`src/core/tco_defines.svh`:
```
// Constants for the timer 2 clock-output block: register indices, bit positions, reset values and prescale counts.
// Assumes inclusion by the core only.
// How it works
// - Clock-out wave has fifty percent duty cycle
// - Clock-out mode counts at half oscillator rate
// - Overflow reloads count from reload pair, except in capture mode without baud or clock-out, where it wraps to zero
// - Clock-out overflows raise no interrupt
// - Output frequency is osc/(4*(65536-reload))
// - Generated clock drives shared count pin
// - Baud and clock-out share reload pair
// - Timer advances only while run bit set
// - Trigger falling edge sets external flag
// - External flag interrupts except in up/down
// - Bit 5 picks receive serial clock
// - Bit 4 picks transmit serial clock
// - Select bit picks oscillator or pin edges
// - Control resets to zero, bits individually writable
// - Output enable turns count pin into output
`ifndef TCO_DEFINES_SVH
`define TCO_DEFINES_SVH

// -----------------------------------------------------------------
// Register indices, byte address is four times the index
// -----------------------------------------------------------------
`define TCO_IDX_CTRL 8'hC8
`define TCO_IDX_MODE 8'hC9
`define TCO_IDX_RLD_LO 8'hCA
`define TCO_IDX_RLD_HI 8'hCB
`define TCO_IDX_CNT_LO 8'hCC
`define TCO_IDX_CNT_HI 8'hCD
`define TCO_IDX_IRQ_STAT 8'hCE
`define TCO_IDX_IRQ_MASK 8'hCF

// -----------------------------------------------------------------
// Control register bits
// -----------------------------------------------------------------
`define TCO_B_OVF 7
`define TCO_B_EXF 6
`define TCO_B_RCLK 5
`define TCO_B_TX_CLOCK_SELECT 4
`define TCO_B_EXEN 3
`define TCO_B_RUN 2
`define TCO_B_CTS 1
`define TCO_B_CPRL 0
`define TCO_CTRL_RST 8'h00

// Mode register bits
`define TCO_B_OE 1
`define TCO_B_UP_DOWN_ENABLE 0

// Interrupt status bits
`define TCO_I_OVF 0
`define TCO_I_EXT 1

// -----------------------------------------------------------------
// Timing
// -----------------------------------------------------------------
`define TCO_FOSC_MHZ 100
`define TCO_DIV_FAST 4'h2
`define TCO_DIV_SLOW 4'hC
`define TCO_CNT_MAX 16'hFFFF

`endif

```
`src/core/tco_pkg.sv`:
```
// Types for the timer 2 clock-output block.
// Assumes tco_defines.svh is on the include path.
package tco_pkg;

  typedef struct packed {
    logic dph_wr;
    logic [7:0] dph_idx;
    logic [31:0] rdata;
    logic [7:0] ctrl;
    logic oe;
    logic up_down_enable;
    logic [15:0] reload;
    logic [15:0] count;
    logic [1:0] istat;
    logic [1:0] imask;
    logic [3:0] presc;
    logic trig_s1;
    logic trig_s2;
    logic trig_s3;
    logic pin_s1;
    logic pin_s2;
    logic pin_s3;
    logic clk_out;
    logic ovf_p;
    logic rx_tick;
    logic tx_tick;
  } tco_state_t;

endpackage : tco_pkg

```
`src/core/tco_timer2.sv`:
```
// Timer 2 with programmable clock output, AHB-Lite register slave.
// Assumes one clock, synchronous active-low reset, a single word-only AHB-Lite master.
//
// The AHB-Lite slave port was chosen for this implementation.
`include "tco_defines.svh"

module tco_timer2
  import tco_pkg::*;
(
  input wire logic mclk_i,
  input wire logic rst_n_i,
  input wire logic hsel_i,
  input wire logic [31:0] haddr_i,
  input wire logic [1:0] htrans_i,
  input wire logic hwrite_i,
  input wire logic [2:0] hsize_i,
  input wire logic [31:0] hwdata_i,
  input wire logic hready_i,
  output logic hreadyout_o,
  output logic hresp_o,
  output logic [31:0] hrdata_o,
  input wire logic count_pin_i,
  output logic count_pin_o,
  output logic count_pin_oe_n_o,
  input wire logic trigger_pin_i,
  input wire logic timer1_ovf_i,
  output logic rx_baud_tick_o,
  output logic tx_baud_tick_o,
  output logic timer2_ovf_o,
  output logic irq_o
);

  tco_state_t s_q;
  tco_state_t s_d;

  logic baud;
  logic fast;
  logic tick;
  logic inc;
  logic ovf;
  logic trig_fall;
  logic pin_fall;
  logic trig_ev;
  logic wr_ctrl;
  logic wr_cnt;
  logic [3:0] div;

  // -----------------------------------------------------------------
  // Decode helpers
  // -----------------------------------------------------------------
  // Only the lowest kilobyte is mapped, anything above reads as zero
  function automatic logic addr_ok(input logic [31:0] a);
    return a[31:10] == 22'h000000;
  endfunction : addr_ok

  // Data-phase write aimed at one register
  function automatic logic wr_hit(input tco_state_t s, input logic [7:0] idx);
    return s.dph_wr && (s.dph_idx == idx);
  endfunction : wr_hit

  // -----------------------------------------------------------------
  // Bus slave: zero wait states, always OKAY
  // -----------------------------------------------------------------
  assign hreadyout_o = 1'b1;
  assign hresp_o = 1'b0;
  assign hrdata_o = s_q.rdata;

  // -----------------------------------------------------------------
  // Next state
  // -----------------------------------------------------------------
  always_comb begin
    s_d = s_q;
    // Synchronisers, third stage only for edge detection
    s_d.trig_s1 = trigger_pin_i;
    s_d.trig_s2 = s_q.trig_s1;
    s_d.trig_s3 = s_q.trig_s2;
    s_d.pin_s1 = count_pin_i;
    s_d.pin_s2 = s_q.pin_s1;
    s_d.pin_s3 = s_q.pin_s2;
    trig_fall = s_q.trig_s3 & ~s_q.trig_s2;
    pin_fall = s_q.pin_s3 & ~s_q.pin_s2;

    baud = s_q.ctrl[`TCO_B_RCLK] | s_q.ctrl[`TCO_B_TX_CLOCK_SELECT];
    fast = s_q.oe | baud;
    div = fast ? `TCO_DIV_FAST : `TCO_DIV_SLOW;
    tick = s_q.ctrl[`TCO_B_RUN] && (s_q.presc == div - 4'h1);
    if (!s_q.ctrl[`TCO_B_RUN] || tick) begin
      s_d.presc = 4'h0;
    end else begin
      s_d.presc = s_q.presc + 4'h1;
    end
    // Pin edges in counter mode, prescaled oscillator otherwise
    inc = s_q.ctrl[`TCO_B_RUN] && (s_q.ctrl[`TCO_B_CTS] ? pin_fall : tick);
    ovf = inc && (s_q.count == `TCO_CNT_MAX);
    // Trigger edges raise no event while up/down mode is set; the count still only counts up
    trig_ev = trig_fall & s_q.ctrl[`TCO_B_EXEN] & ~s_q.up_down_enable;

    // Register writes in the data phase
    wr_ctrl = wr_hit(s_q, `TCO_IDX_CTRL);
    wr_cnt = wr_hit(s_q, `TCO_IDX_CNT_LO) || wr_hit(s_q, `TCO_IDX_CNT_HI);
    if (s_q.dph_wr) begin
      unique case (s_q.dph_idx)
        `TCO_IDX_CTRL: s_d.ctrl = hwdata_i[7:0];
        `TCO_IDX_MODE: begin
          s_d.oe = hwdata_i[`TCO_B_OE];
          s_d.up_down_enable = hwdata_i[`TCO_B_UP_DOWN_ENABLE];
        end
        `TCO_IDX_RLD_LO: s_d.reload[7:0] = hwdata_i[7:0];
        `TCO_IDX_RLD_HI: s_d.reload[15:8] = hwdata_i[7:0];
        `TCO_IDX_CNT_LO: s_d.count[7:0] = hwdata_i[7:0];
        `TCO_IDX_CNT_HI: s_d.count[15:8] = hwdata_i[7:0];
        `TCO_IDX_IRQ_STAT: s_d.istat = s_q.istat & ~hwdata_i[1:0];
        `TCO_IDX_IRQ_MASK: s_d.imask = hwdata_i[1:0];
        default: ;
      endcase
    end

    // Hardware after software: a set in the same cycle wins
    if (ovf && (baud || s_q.oe || !s_q.ctrl[`TCO_B_CPRL])) begin
      s_d.count = s_q.reload;
    end else if (trig_ev && !baud && !s_q.ctrl[`TCO_B_CPRL]) begin
      s_d.count = s_q.reload;
    end else if (inc) begin
      s_d.count = s_q.count + 16'h0001;
    end
    if (trig_ev && !baud && s_q.ctrl[`TCO_B_CPRL]) begin
      s_d.reload = s_q.count;
    end
    if (trig_ev) begin
      s_d.ctrl[`TCO_B_EXF] = 1'b1;
      s_d.istat[`TCO_I_EXT] = 1'b1;
    end
    // No overflow flag while serial clocks or clock output use it
    if (ovf && !baud && !s_q.oe) begin
      s_d.ctrl[`TCO_B_OVF] = 1'b1;
      s_d.istat[`TCO_I_OVF] = 1'b1;
    end

    // Toggle per overflow: half period is 2*(65536-reload) clocks
    if (!s_q.oe) begin
      s_d.clk_out = 1'b0;
    end else if (ovf) begin
      s_d.clk_out = ~s_q.clk_out;
    end
    s_d.ovf_p = ovf;
    s_d.rx_tick = s_q.ctrl[`TCO_B_RCLK] ? ovf : timer1_ovf_i;
    s_d.tx_tick = s_q.ctrl[`TCO_B_TX_CLOCK_SELECT] ? ovf : timer1_ovf_i;

    // Address phase: capture write target, latch read data
    s_d.dph_wr = 1'b0;
    if (hsel_i && hready_i && htrans_i[1]) begin
      s_d.dph_wr = hwrite_i && addr_ok(haddr_i);
      s_d.dph_idx = haddr_i[9:2];
      s_d.rdata = 32'h00000000;
      if (!hwrite_i && addr_ok(haddr_i)) begin
        unique case (haddr_i[9:2])
          `TCO_IDX_CTRL: s_d.rdata[7:0] = s_q.ctrl;
          `TCO_IDX_MODE: s_d.rdata[1:0] = {s_q.oe, s_q.up_down_enable};
          `TCO_IDX_RLD_LO: s_d.rdata[7:0] = s_q.reload[7:0];
          `TCO_IDX_RLD_HI: s_d.rdata[7:0] = s_q.reload[15:8];
          `TCO_IDX_CNT_LO: s_d.rdata[7:0] = s_q.count[7:0];
          `TCO_IDX_CNT_HI: s_d.rdata[7:0] = s_q.count[15:8];
          `TCO_IDX_IRQ_STAT: s_d.rdata[1:0] = s_q.istat;
          `TCO_IDX_IRQ_MASK: s_d.rdata[1:0] = s_q.imask;
          default: ;
        endcase
      end
    end
  end

  always_ff @(posedge mclk_i) begin
    if (!rst_n_i) begin
      s_q <= '0;
    end else begin
      s_q <= s_d;
    end
  end

  // -----------------------------------------------------------------
  // Outputs
  // -----------------------------------------------------------------
  assign count_pin_o = s_q.clk_out;
  assign count_pin_oe_n_o = ~s_q.oe;
  assign timer2_ovf_o = s_q.ovf_p;
  assign rx_baud_tick_o = s_q.rx_tick;
  assign tx_baud_tick_o = s_q.tx_tick;
  assign irq_o = |(s_q.istat & s_q.imask);

  // -----------------------------------------------------------------
  // Assertions
  // -----------------------------------------------------------------
  logic wr_stat;
  logic wr_mask;
  logic wr_mode;
  logic wr_rld;
  logic take;
  assign wr_stat = wr_hit(s_q, `TCO_IDX_IRQ_STAT);
  assign wr_mask = wr_hit(s_q, `TCO_IDX_IRQ_MASK);
  assign wr_mode = wr_hit(s_q, `TCO_IDX_MODE);
  assign wr_rld = wr_hit(s_q, `TCO_IDX_RLD_LO) || wr_hit(s_q, `TCO_IDX_RLD_HI);
  assign take = hsel_i && hready_i && htrans_i[1];
endmodule : tco_timer2

```
`config.mk`:
```
export PLATFORM = sky130hd
export DESIGN_NAME = tco_timer2
export DESIGN_NICKNAME = d
export VERILOG_FILES = /design/src/core/tco_pkg.sv /design/src/core/tco_timer2.sv
export VERILOG_INCLUDE_DIRS = /design/src /design/src/core
export SDC_FILE = /design/constraint.sdc
export NUM_CORES = 1
export LEC_CHECK = 0
export ABC_AREA = 1
export BUFFER_PORTS_ARGS = -buffer_cell sky130_fd_sc_hd__buf_2
export CAP_MARGIN = 20
export CORE_MARGIN = 2
export CORE_UTILIZATION = 50
export DETAILED_ROUTE_END_ITERATION = 8
export HOLD_SLACK_MARGIN = 0.15
export PLACE_DENSITY = 0.76
export SLEW_MARGIN = 20
export SYNTH_ARGS = -nofsm -noshare
export SYNTH_HDL_FRONTEND = slang
export SYNTH_SLANG_ARGS = --single-unit
export TNS_END_PERCENT = 20
```
`constraint.sdc`:
```
create_clock -name mclk_i -period 2 [get_ports mclk_i]
set_clock_uncertainty 0.05 [all_clocks]
set_input_delay 0.1 -clock mclk_i [delete_from_list [all_inputs] [get_ports mclk_i]]
set_output_delay 0.1 -clock mclk_i [all_outputs]
set_load 0.005 [all_outputs]
```
==> results of run 1 <==
-- state kept, by name, indices dropped and copies added, names as in the netlist --
register / count
s_q: 61
hrdata_o: 8
s_d: 4
count_pin_o: 1
rx_baud_tick_o: 1
timer2_ovf_o: 1
tx_baud_tick_o: 1
-- layout by cell type (no fill, tap or decap), drive strengths merged --
| cell | synthesis | layout |
|---|---|---|
| a21oi | 48 | 48 |
| a22o | 1 | 1 |
| a22oi | 2 | 2 |
| a31oi | 7 | 7 |
| and3 | 2 | 2 |
| buf | 47 | 98 |
| clkbuf | 10 | 12 |
| clkinv | 2 | 4 |
| clkinvlp | 0 | 2 |
| conb | 2 | 26 |
| dfxtp | 77 | 77 |
| dlygate4sd3 | 0 | 32 |
| ha | 2 | 2 |
| inv | 84 | 85 |
| nand2 | 204 | 204 |
| nand3 | 66 | 66 |
| nand4 | 29 | 29 |
| nor2 | 80 | 80 |
| nor3 | 10 | 10 |
| nor4 | 4 | 4 |
| o21ai | 44 | 44 |
| o31ai | 1 | 1 |
| o32ai | 1 | 1 |
| o41ai | 1 | 1 |
| or2 | 3 | 3 |
| xnor2 | 2 | 2 |
| xor2 | 10 | 10 |
-- final cells by class --
| type | instances | share of cell area [%] |
|---|---|---|
| clock buffer | 11 | 2.644 |
| sequential | 77 | 26.94 |
| clock inverter | 5 | 0.5899 |
| inverter | 86 | 5.637 |
| tap | 111 | 2.425 |
| timing repair buffer | 131 | 16.21 |
| multi-input combinational | 543 | 45.55 |
-- what timing repair did --
item	CTS	global route
buffers inserted	0	4
hold buffers	32	0
setup endpoints to repair	0	27
endpoints found under the hold margin	35	0
resized for setup	0	11
-- stage by stage --
stage	utilization [%]	cell area, um^2
after global routing	62.27	5727
after detailed placement	56.03	5152
after CTS	61.52	5658
after global placement	56.03	5152
final	62.27	5727
after floorplan	-	4805
-- synthesized netlist by cell type, types with 7 or more instances --
cell type	n	area, um^2
clkbuf_1	10	37.54
nand3_1	65	325.3
dfxtp_1	77	1541
nand2_1	199	747.0
inv_1	80	300.3
nor3_1	9	45.04
buf_4	34	255.2
o21ai_0	42	210.2
nand4_1	28	175.2
nor2_1	75	281.5
buf_2	8	40.04
xor2_1	10	87.58
a21oi_1	45	225.2
a31oi_1	7	43.79
-- cells by family (layout without fill, tap and decap cells) --
kind of cell             count (synthesis)  in the layout  synth area share [%]
AO/OA/AOI/OAI                          105            105                 12.45
XOR/XNOR                                12             12                 2.229
adder cells (fa/ha/maj)                  2              2                0.5307
buffers and inverters                  143            233                 14.62
flip-flops                              77             77                 32.70
other                                    2             26                0.1593
AND/OR/NAND/NOR                        398            398                 37.31
-- layer usage --
| layer | vias to the layer above | global-route usage (%) | routed length (um) |
|---|---|---|---|
| met2 | 292 | 51.04 | 7002 |
| met3 | 54 | 5.964 | 1416 |
| li1 | 2553 | - | - |
| met4 | 0 | 13.93 | 547 |
| met1 | 2366 | 39.62 | 6402 |
| met5 | - | 0 | 0 |
-- power groups by stage --
stage	Clock, mW	Sequential, mW	Combinational [mW]
floorplan	0	1.59	0.114
global placement	0	1.59	0.156
detailed placement	0	1.59	0.159
CTS	1.14	1.55	0.206
global route	1.21	1.56	0.241
finish	1.13	1.55	0.218
-- critical path, cell delays in order --
cell           delay, ns
dlygate4sd3_1       0.52
clkbuf_4            0.22
nand3_1             0.11
dlygate4sd3_1       0.60
nor2_1              0.11
dlygate4sd3_1       0.56
-- path summary, 6_finish.rpt --
path | startpoint | endpoint
setup reg to reg | s_q[57] | s_q[27]
setup / recovery | rst_n_i | s_q[100]
hold / removal | hwdata_i[6] | s_q[58]
hold reg to reg | s_d[5] | s_d[4]
==> qor.csv, run 1 <==
stage;metric;value;unit
clocking;clk_latency;0.35;ns
power;ir_worst_vdd;0.0002915;V
worst_setup_path;worst-endpoint-required;2.25;ns
power;pwr-share-seq;53.5;%
power;internal_power;2.162;mW
placed_design;place_inst;912;
hold_path;whs_path_depth;5;
cells_and_area;synthToLayoutAreaGrowth;21.47;%
cells_and_area;fill_cells;857;
synthesis;yosysWarnings;0;
synthesis;synth_edf_count;0;
synthesis;synth_cells;739;
synthesis;synth.distinct_cells;38;
clocking;path_clk_slew;0.09;ns
die;die-width;101.1;um
worst_setup_path;cp.arrival;2.24;ns
die;core_area;0.009196;mm^2
power;p_sw;740.5;uW
synthesis;async_reset_ff_share;0;%
drt;firstDrtPassIters;6;
synthesis;syn_area;0.004715;mm^2
drt;vias_per_cell;5.462;
sta;fin_crit;1.988;ns
cells_and_area;n_antenna_cell;0;
drt;vias;5265;
placed_design;port_buffers;60;
status;outcome;completed;
cells_and_area;seqCellArea;0.001543;mm^2
power;switching_share;25.51;%
cells_and_area;fin_cells;964;
drt;wl;15370;um
die;io_pins;117;
hold_path;min_path_type;in2reg;
sta;max_freq;0.5029;GHz
global_route;grt.total_usage;31.08;%
clocking;cts.sinks;77;
cells_and_area;drive_gt1_share;17.00;%
global_route;grt_pass1_wl;24750;um
sta;finalSetupViolCount;0;
power;leakage;2.537;nW
worst_setup_path;crit_path_max_fanout;10;
cells_and_area;multi_input_area;0.002609;mm^2
global_route;grt_pass1_vias;5122;
drt;drc;0;
sta;rsz0062_at_grt;true;
worst_setup_path;worst_setup_path_end_kind;flip-flop;
synthesis;syn_area_per_cell;6.380;um^2
sta;tns;0;ns
power;clock_power_share;39.0;%
die;placementRows;35;
placed_design;place_ws;0.1128;ns
job;cap_violations;0;
sta;hold_slack;0.1808;ns
sta;finalHoldViolations;0;
drt;wl_per_cell;15.94;um
worst_setup_path;critPathLaunchType;primary input;
synthesis;synth_ff_type;dfxtp_1;
sta;final.period_utilization;99.42;%
worst_setup_path;worstSetupPathType;in2reg;
global_route;grt_max_degree;33;
placed_design;place.gp.congestion;0.9603;
clocking;cts.htree.levels;3;
sta;drv_slew;0;
die;die_h;101.1;um
power;powerDensity;506.8;mW/mm^2
power;power;2.902;mW
synthesis;ys_seq_area_share;32.70;%
clocking;numCtsBuffers;9;
global_route;globalRouteOverflowTotal;0;
worst_setup_path;r2r_slack;0.08;ns
worst_setup_path;reg2reg_depth;13;
die;dieArea;0.01022;mm^2
cells_and_area;nets;927;
die;start_util;51.27;%
power;combPwrFrac;7.5;%
synthesis;ys_ff_latch;77;
clocking;root_buffer;clkbuf_8;
clocking;cts_tree;yes;
clocking;cts_max_path_buffers;2;
drt;drt_iter0_drc;503;
global_route;antenna_found_initial;0;
sta;worst_slack;0.01163;ns
placed_design;hpwl;11270;um
drt;ant_nets;0;
Power figures use the tool's default switching activity.
==> inputs of run 2 (changes only) <==
--- a/config.mk
+++ b/config.mk
@@ -14,6 +14,7 @@
 export DETAILED_ROUTE_END_ITERATION = 8
 export HOLD_SLACK_MARGIN = 0.15
 export PLACE_DENSITY = 0.76
+export REMOVE_ABC_BUFFERS = 1
 export SLEW_MARGIN = 20
 export SYNTH_ARGS = -nofsm -noshare
 export SYNTH_HDL_FRONTEND = slang
==> run 2 against run 1 <==
  * Combinational power grew 4%
  * Clock power increased by 16%
  * Routed wire length is 5.4% higher
  * Setup slack better by 0.094 ns
  * Sequential share of layout area is 0.47 points lower
  * Fmax is 5.0% higher
  * Largest cell class unchanged
  * First-iteration DRC count grew 1.6%
  * Critical path type is now reg2reg
  * Count of clock-buffer cells in the layout fell by 2
==> qor.csv, run 2 (synthesis results as in run 1) <==
stage;metric;value;unit
global_route;globalRouteOverflowTotal;0;
die;io_pins;117;
sta;worst_slew_pin_slew;0.5366;ns
clocking;cts_max_path_buffers;2;
global_route;grt_max_degree;21;
power;leakage;2.589;nW
cells_and_area;layout_common_cells;nand2_1 (198), inv_1 (79), dfxtp_1 (74), nor2_1 (71), nand3_1 (63);
clocking;root_buffer;clkbuf_8;
cells_and_area;largest_reg_flops;61;
clocking;cts.sinks;77;
drt;vias_per_cell;5.533;
clocking;post_cts_buffers;0;
worst_setup_path;reg2reg_depth;8;
clocking;clk_latency;0.37;ns
drt;ant_nets;0;
cells_and_area;final_common_cell;nand2_1;
placed_design;place.gp.congestion;0.9885;
cells_and_area;synthToLayoutAreaGrowth;23.81;%
worst_setup_path;cp.arrival;2.15;ns
cells_and_area;final_area;0.005837;mm^2
drt;wl_per_cell;16.67;um
die;dieArea;0.01022;mm^2
clocking;numCtsBuffers;9;
sta;worst_slack;0.1054;ns
worst_setup_path;worst_setup_path_end_kind;flip-flop;
drt;drc;0;
die;placementRows;35;
global_route;antenna_found_initial;0;
drt;drt_iter0_drc;511;
power;ir_worst_vdd;0.0003705;V
cells_and_area;fill_cells;831;
status;outcome;completed;
global_route;grt.total_usage;31.75;%
global_route;grt_pass1_wl;24740;um
die;core_area;0.009196;mm^2
worst_setup_path;critPathLaunchType;flip-flop;
sta;final.period_utilization;94.73;%
job;cap_violations;0;
placed_design;hpwl;11850;um
worst_setup_path;crit_path_max_fanout;3;
sta;finalHoldViolations;0;
cells_and_area;largest-register;s_q;
drt;vias;5378;
sta;max_freq;0.5278;GHz
clocking;cts.htree.levels;3;
sta;rsz0062_at_grt;true;
cells_and_area;nets;935;
worst_setup_path;crit_start;s_q[18];
die;start_util;51.27;%
power;powerDensity;528.5;mW/mm^2
clocking;cts_tree;yes;
sta;slew-limit-headroom;64.11;%
placed_design;dpl_cell_area;0.005250;mm^2
cells_and_area;multi_input_area;0.002635;mm^2
die;die_h;101.1;um
die;die-width;101.1;um
placed_design;port_buffers;60;
worst_setup_path;r2r_start;s_q[18];
drt;firstDrtPassIters;8;
worst_setup_path;worst-endpoint-required;2.25;ns
placed_design;place_ws;0.1303;ns
global_route;grt_pass1_vias;4822;
clocking;path_clk_slew;0.09;ns
sta;fin_crit;1.895;ns
drt;wl;16200;um
cells_and_area;seqCellArea;0.001545;mm^2
cells_and_area;drive_gt1_share;18.82;%
hold_path;hold_path_startpoint;haddr_i[26];
sta;drv_slew;0;
sta;finalSetupViolCount;0;
hold_path;min_path_type;in2reg;
worst_setup_path;worstSetupPathType;reg2reg;
hold_path;whs_path_depth;6;
cells_and_area;n_antenna_cell;0;
==> run 2: final timing paths <==
check	end	slack (ns)
worst max-delay path	s_q[16]	0.11
worst min-delay path	hrdata_o[0]	0.10
worst max register to register	s_q[16]	0.11
worst min register to register	s_q[7]	0.38
==> run 2: per-layer routing <==
layer	global-route usage, %	vias to the layer above	share of wire [%]	wire length (um)
li1	-	2579	-	-
met1	44.55	2389	41	6686
met2	48.29	347	44	7074
met3	5.756	63	11	1820
met4	12.68	0	3.8	619
met5	0	-	0	0
==> run 2: repair_timing <==
item,CTS,global route
resized for setup,0,18
hold endpoints to repair,40,0
endpoints found under the setup margin,0,27
hold buffers,32,0
==> run 2: area by class of cell <==
type                       instances  area share, %
multi-input combinational        543          45.14
sequential                        77          26.47
timing repair buffer             139          16.85
inverter                          86          5.531
tap                              111          2.379
clock buffer                       9          2.122
clock inverter                     7          1.501
==> run 2: where the power goes <==
group	leakage (nW)	internal, mW	total, mW	switching, mW
clock	0.109	0.610	1.31	0.695
sequential	0.624	1.55	1.55	0.00712
combinational	1.86	0.0967	0.226	0.130
==> run 2: stage by stage <==
step | hold slack, ns | std cells | TNS, ns | util, % | total power [mW]
after floorplan | 0.1435 | 706 | 0 | - | 1.653
after global placement | 0.2332 | 925 | 0 | 57.09 | 1.748
after detailed placement | 0.2378 | 925 | 0 | 57.09 | 1.752
after CTS | 0.1586 | 973 | 0 | 62.87 | 3.078
after global routing | 0.1539 | 972 | -0.0001623 | 63.47 | 3.177
final | 0.1041 | 972 | 0 | 63.47 | 3.085
==> run 2: critical path, cell delays in order, from the launching register on <==
cell and delay (ns):
dfxtp_2 0.34, ha_2 0.18, nand2_2 0.08, nor2_1 0.26, nand2_1 0.16, nor4_1 0.20, buf_4 0.16, nand4_1 0.19
a21oi_1 0.19
==> inputs of run 3 (changes only) <==
--- a/config.mk
+++ b/config.mk
@@ -12,8 +12,8 @@
 export CORE_MARGIN = 2
 export CORE_UTILIZATION = 50
 export DETAILED_ROUTE_END_ITERATION = 8
-export HOLD_SLACK_MARGIN = 0.15
-export PLACE_DENSITY = 0.76
+export HOLD_SLACK_MARGIN = 0.03
+export PLACE_DENSITY = 0.8
 export REMOVE_ABC_BUFFERS = 1
 export SLEW_MARGIN = 20
 export SYNTH_ARGS = -nofsm -noshare
==> run 3 against run 2 <==
  * Via count is 2.6% lower
  * Final area is 4.1% lower
  * Register-to-register slack hardly changed
  * Critical path depth is 5 higher
  * Routed wire length is 11% lower
  * Critical endpoint is now hrdata_o[1]
  * Largest cell class unchanged
==> qor.csv, run 3 (synthesis results as in run 1) <==
stage;metric;value;unit
clocking;path_clk_slew;0.09;ns
drt;firstDrtPassIters;7;
status;outcome;completed;
sta;fin_crit;1.948;ns
drt;drt_iter0_drc;628;
global_route;grt.total_usage;28.84;%
cells_and_area;fin_cells;950;
die;core_area;0.009196;mm^2
die;dieArea;0.01022;mm^2
sta;finalHoldViolations;0;
cells_and_area;n_antenna_cell;0;
clocking;clk_latency;0.37;ns
sta;slew-limit-headroom;60.24;%
sta;rsz0062_at_grt;true;
worst_setup_path;crit_path_top_delay_cell;dlygate4sd3_1;
clocking;numCtsBuffers;9;
sta;final.period_utilization;97.40;%
cells_and_area;fill_cells;864;
job;cap_violations;0;
sta;max_freq;0.5133;GHz
sta;tns;0;ns
cells_and_area;largest-register;s_q;
global_route;globalRouteOverflowTotal;0;
placed_design;place.gp.congestion;0.9811;
worst_setup_path;crit_path_cell_trace;dlygate4sd3_1 -> buf_2 -> nor2_1 -> nand3_2 -> inv_2 -> nand2_1 -> nor2_1 -> inv_1 -> nor2_1 -> nor3_1 -> nand2_1 -> nand2_1 -> a21oi_1;
drt;ant_nets;0;
power;leakage;2.490;nW
worst_setup_path;worstSetupPathType;in2reg;
drt;drc;0;
global_route;antenna_found_initial;0;
worst_setup_path;cp.arrival;2.19;ns
drt;vias;5238;
power;switching_share;25.34;%
power;powerDensity;546.6;mW/mm^2
hold_path;min_path_type;in2reg;
drt;wl_per_cell;15.17;um
placed_design;hpwl;10530;um
power;clock_power_share;42.8;%
cells_and_area;drive_gt1_share;17.40;%
cells_and_area;largest_reg_flops;61;
worst_setup_path;critPathLaunchType;primary input;
placed_design;place_inst;917;
worst_setup_path;worst-endpoint-required;2.25;ns
clocking;cts.htree.levels;3;
power;combPwrFrac;6.5;%
cells_and_area;layout_common_cells;nand2_1 (198), inv_1 (80), dfxtp_1 (77), nor2_1 (72), nand3_1 (64);
clocking;cts_tree;yes;
global_route;grt_max_degree;23;
sta;finalSetupViolCount;0;
power;p_sw;775.1;uW
drt;wl;14420;um
worst_setup_path;worst_setup_path_end_kind;flip-flop;
drt;vias_per_cell;5.514;
die;start_util;51.27;%
global_route;grt_pass1_wl;23110;um
clocking;cts.sinks;77;
cells_and_area;synthToLayoutAreaGrowth;18.68;%
clocking;root_buffer;clkbuf_8;
die;io_pins;117;
global_route;grt_pass1_vias;4831;
clocking;cts_max_path_buffers;2;
sta;worst_slew_pin_slew;0.5957;ns
worst_setup_path;crit_path_max_incr_delay;0.54;ns
die;die_h;101.1;um
power;internal_power;2.283;mW
sta;drv_slew;0;
worst_setup_path;crit_path_max_fanout;8;
placed_design;port_buffers;60;
power;pwr-share-seq;50.8;%
cells_and_area;final_common_cell;nand2_1;
die;die-width;101.1;um
cells_and_area;nets;913;
power;ir_worst_vdd;0.0003957;V
die;placementRows;35;
run 3: cell types whose count changed in the layout (fill, tap and decap cells not counted), moves of 3 or more:
cell and change:
dlygate4sd3_1 -16, dfxtp_1 +3, dfxtp_2 -3, buf_4 -6
run 3: routing by layer:
layer / track usage, % / up-vias / wire length, um
li1: - / 2520 / -
met1: 36.95 / 2294 / 5912
met2: 46.15 / 360 / 6362
met3: 7.836 / 64 / 1499
met4: 11.54 / 0 / 641
met5: 0 / - / 0
run 3: layout make-up:
cell class / count / area (um^2) / share of cell area, %
clock inverters: 5 / 63.81 / 1.140
inverters: 86 / 322.8 / 5.769
well taps: 111 / 138.9 / 2.482
clock buffers: 11 / 151.4 / 2.706
multi-input cells: 543 / 2599 / 46.44
flip-flops and latches: 77 / 1541 / 27.55
repair buffers: 117 / 778.2 / 13.91
run 3: power groups by stage:
stage	combinational, mW	clock, mW	sequential (mW)
detailed placement	0.165	0	1.59
finish	0.197	1.31	1.55
global route	0.218	1.36	1.55
floorplan	0.0655	0	1.59
CTS	0.187	1.30	1.55
global placement	0.163	0	1.59
run 3: worst paths after layout:
path	startpoint	end	slack (ns)	cells past startpoint
min	hwdata_i[0]	s_q[52]	0.05	3
max reg2reg	s_q[57]	s_q[31]	0.11	11
min reg2reg	s_d[5]	s_d[4]	0.37	2
max	haddr_i[7]	hrdata_o[1]	0.05	13
run 3: repair_timing:
item / 4_1_cts / 5_1_grt
hold buffers: 15 / 0
resized for setup: 0 / 7
endpoints found under the hold margin: 17 / 0
endpoints found under the setup margin: 0 / 15
buffers inserted: 0 / 2
run 3: per-stage QoR:
stage	hold slack, ns	power (mW)	setup WS (ns)	utilization [%]	cell area (um^2)
CTS	0.03147	3.042	0.06724	60.41	5555
floorplan	0.1435	1.653	0.1093	-	4438
global placement	0.2304	1.751	0.1917	56.44	5190
finish	0.04930	3.058	0.05198	60.84	5595
global route	0.05097	3.129	-0.05051	60.84	5595
detailed placement	0.2368	1.753	0.1525	56.44	5190
run 3: worst max-delay path, delay by kind of cell:
kind / cells / cell delay, ns
AOI/OAI and AO/OA: 1 / 0.12
and+or+nand+nor: 8 / 1.01
buffers and inverters: 4 / 0.94
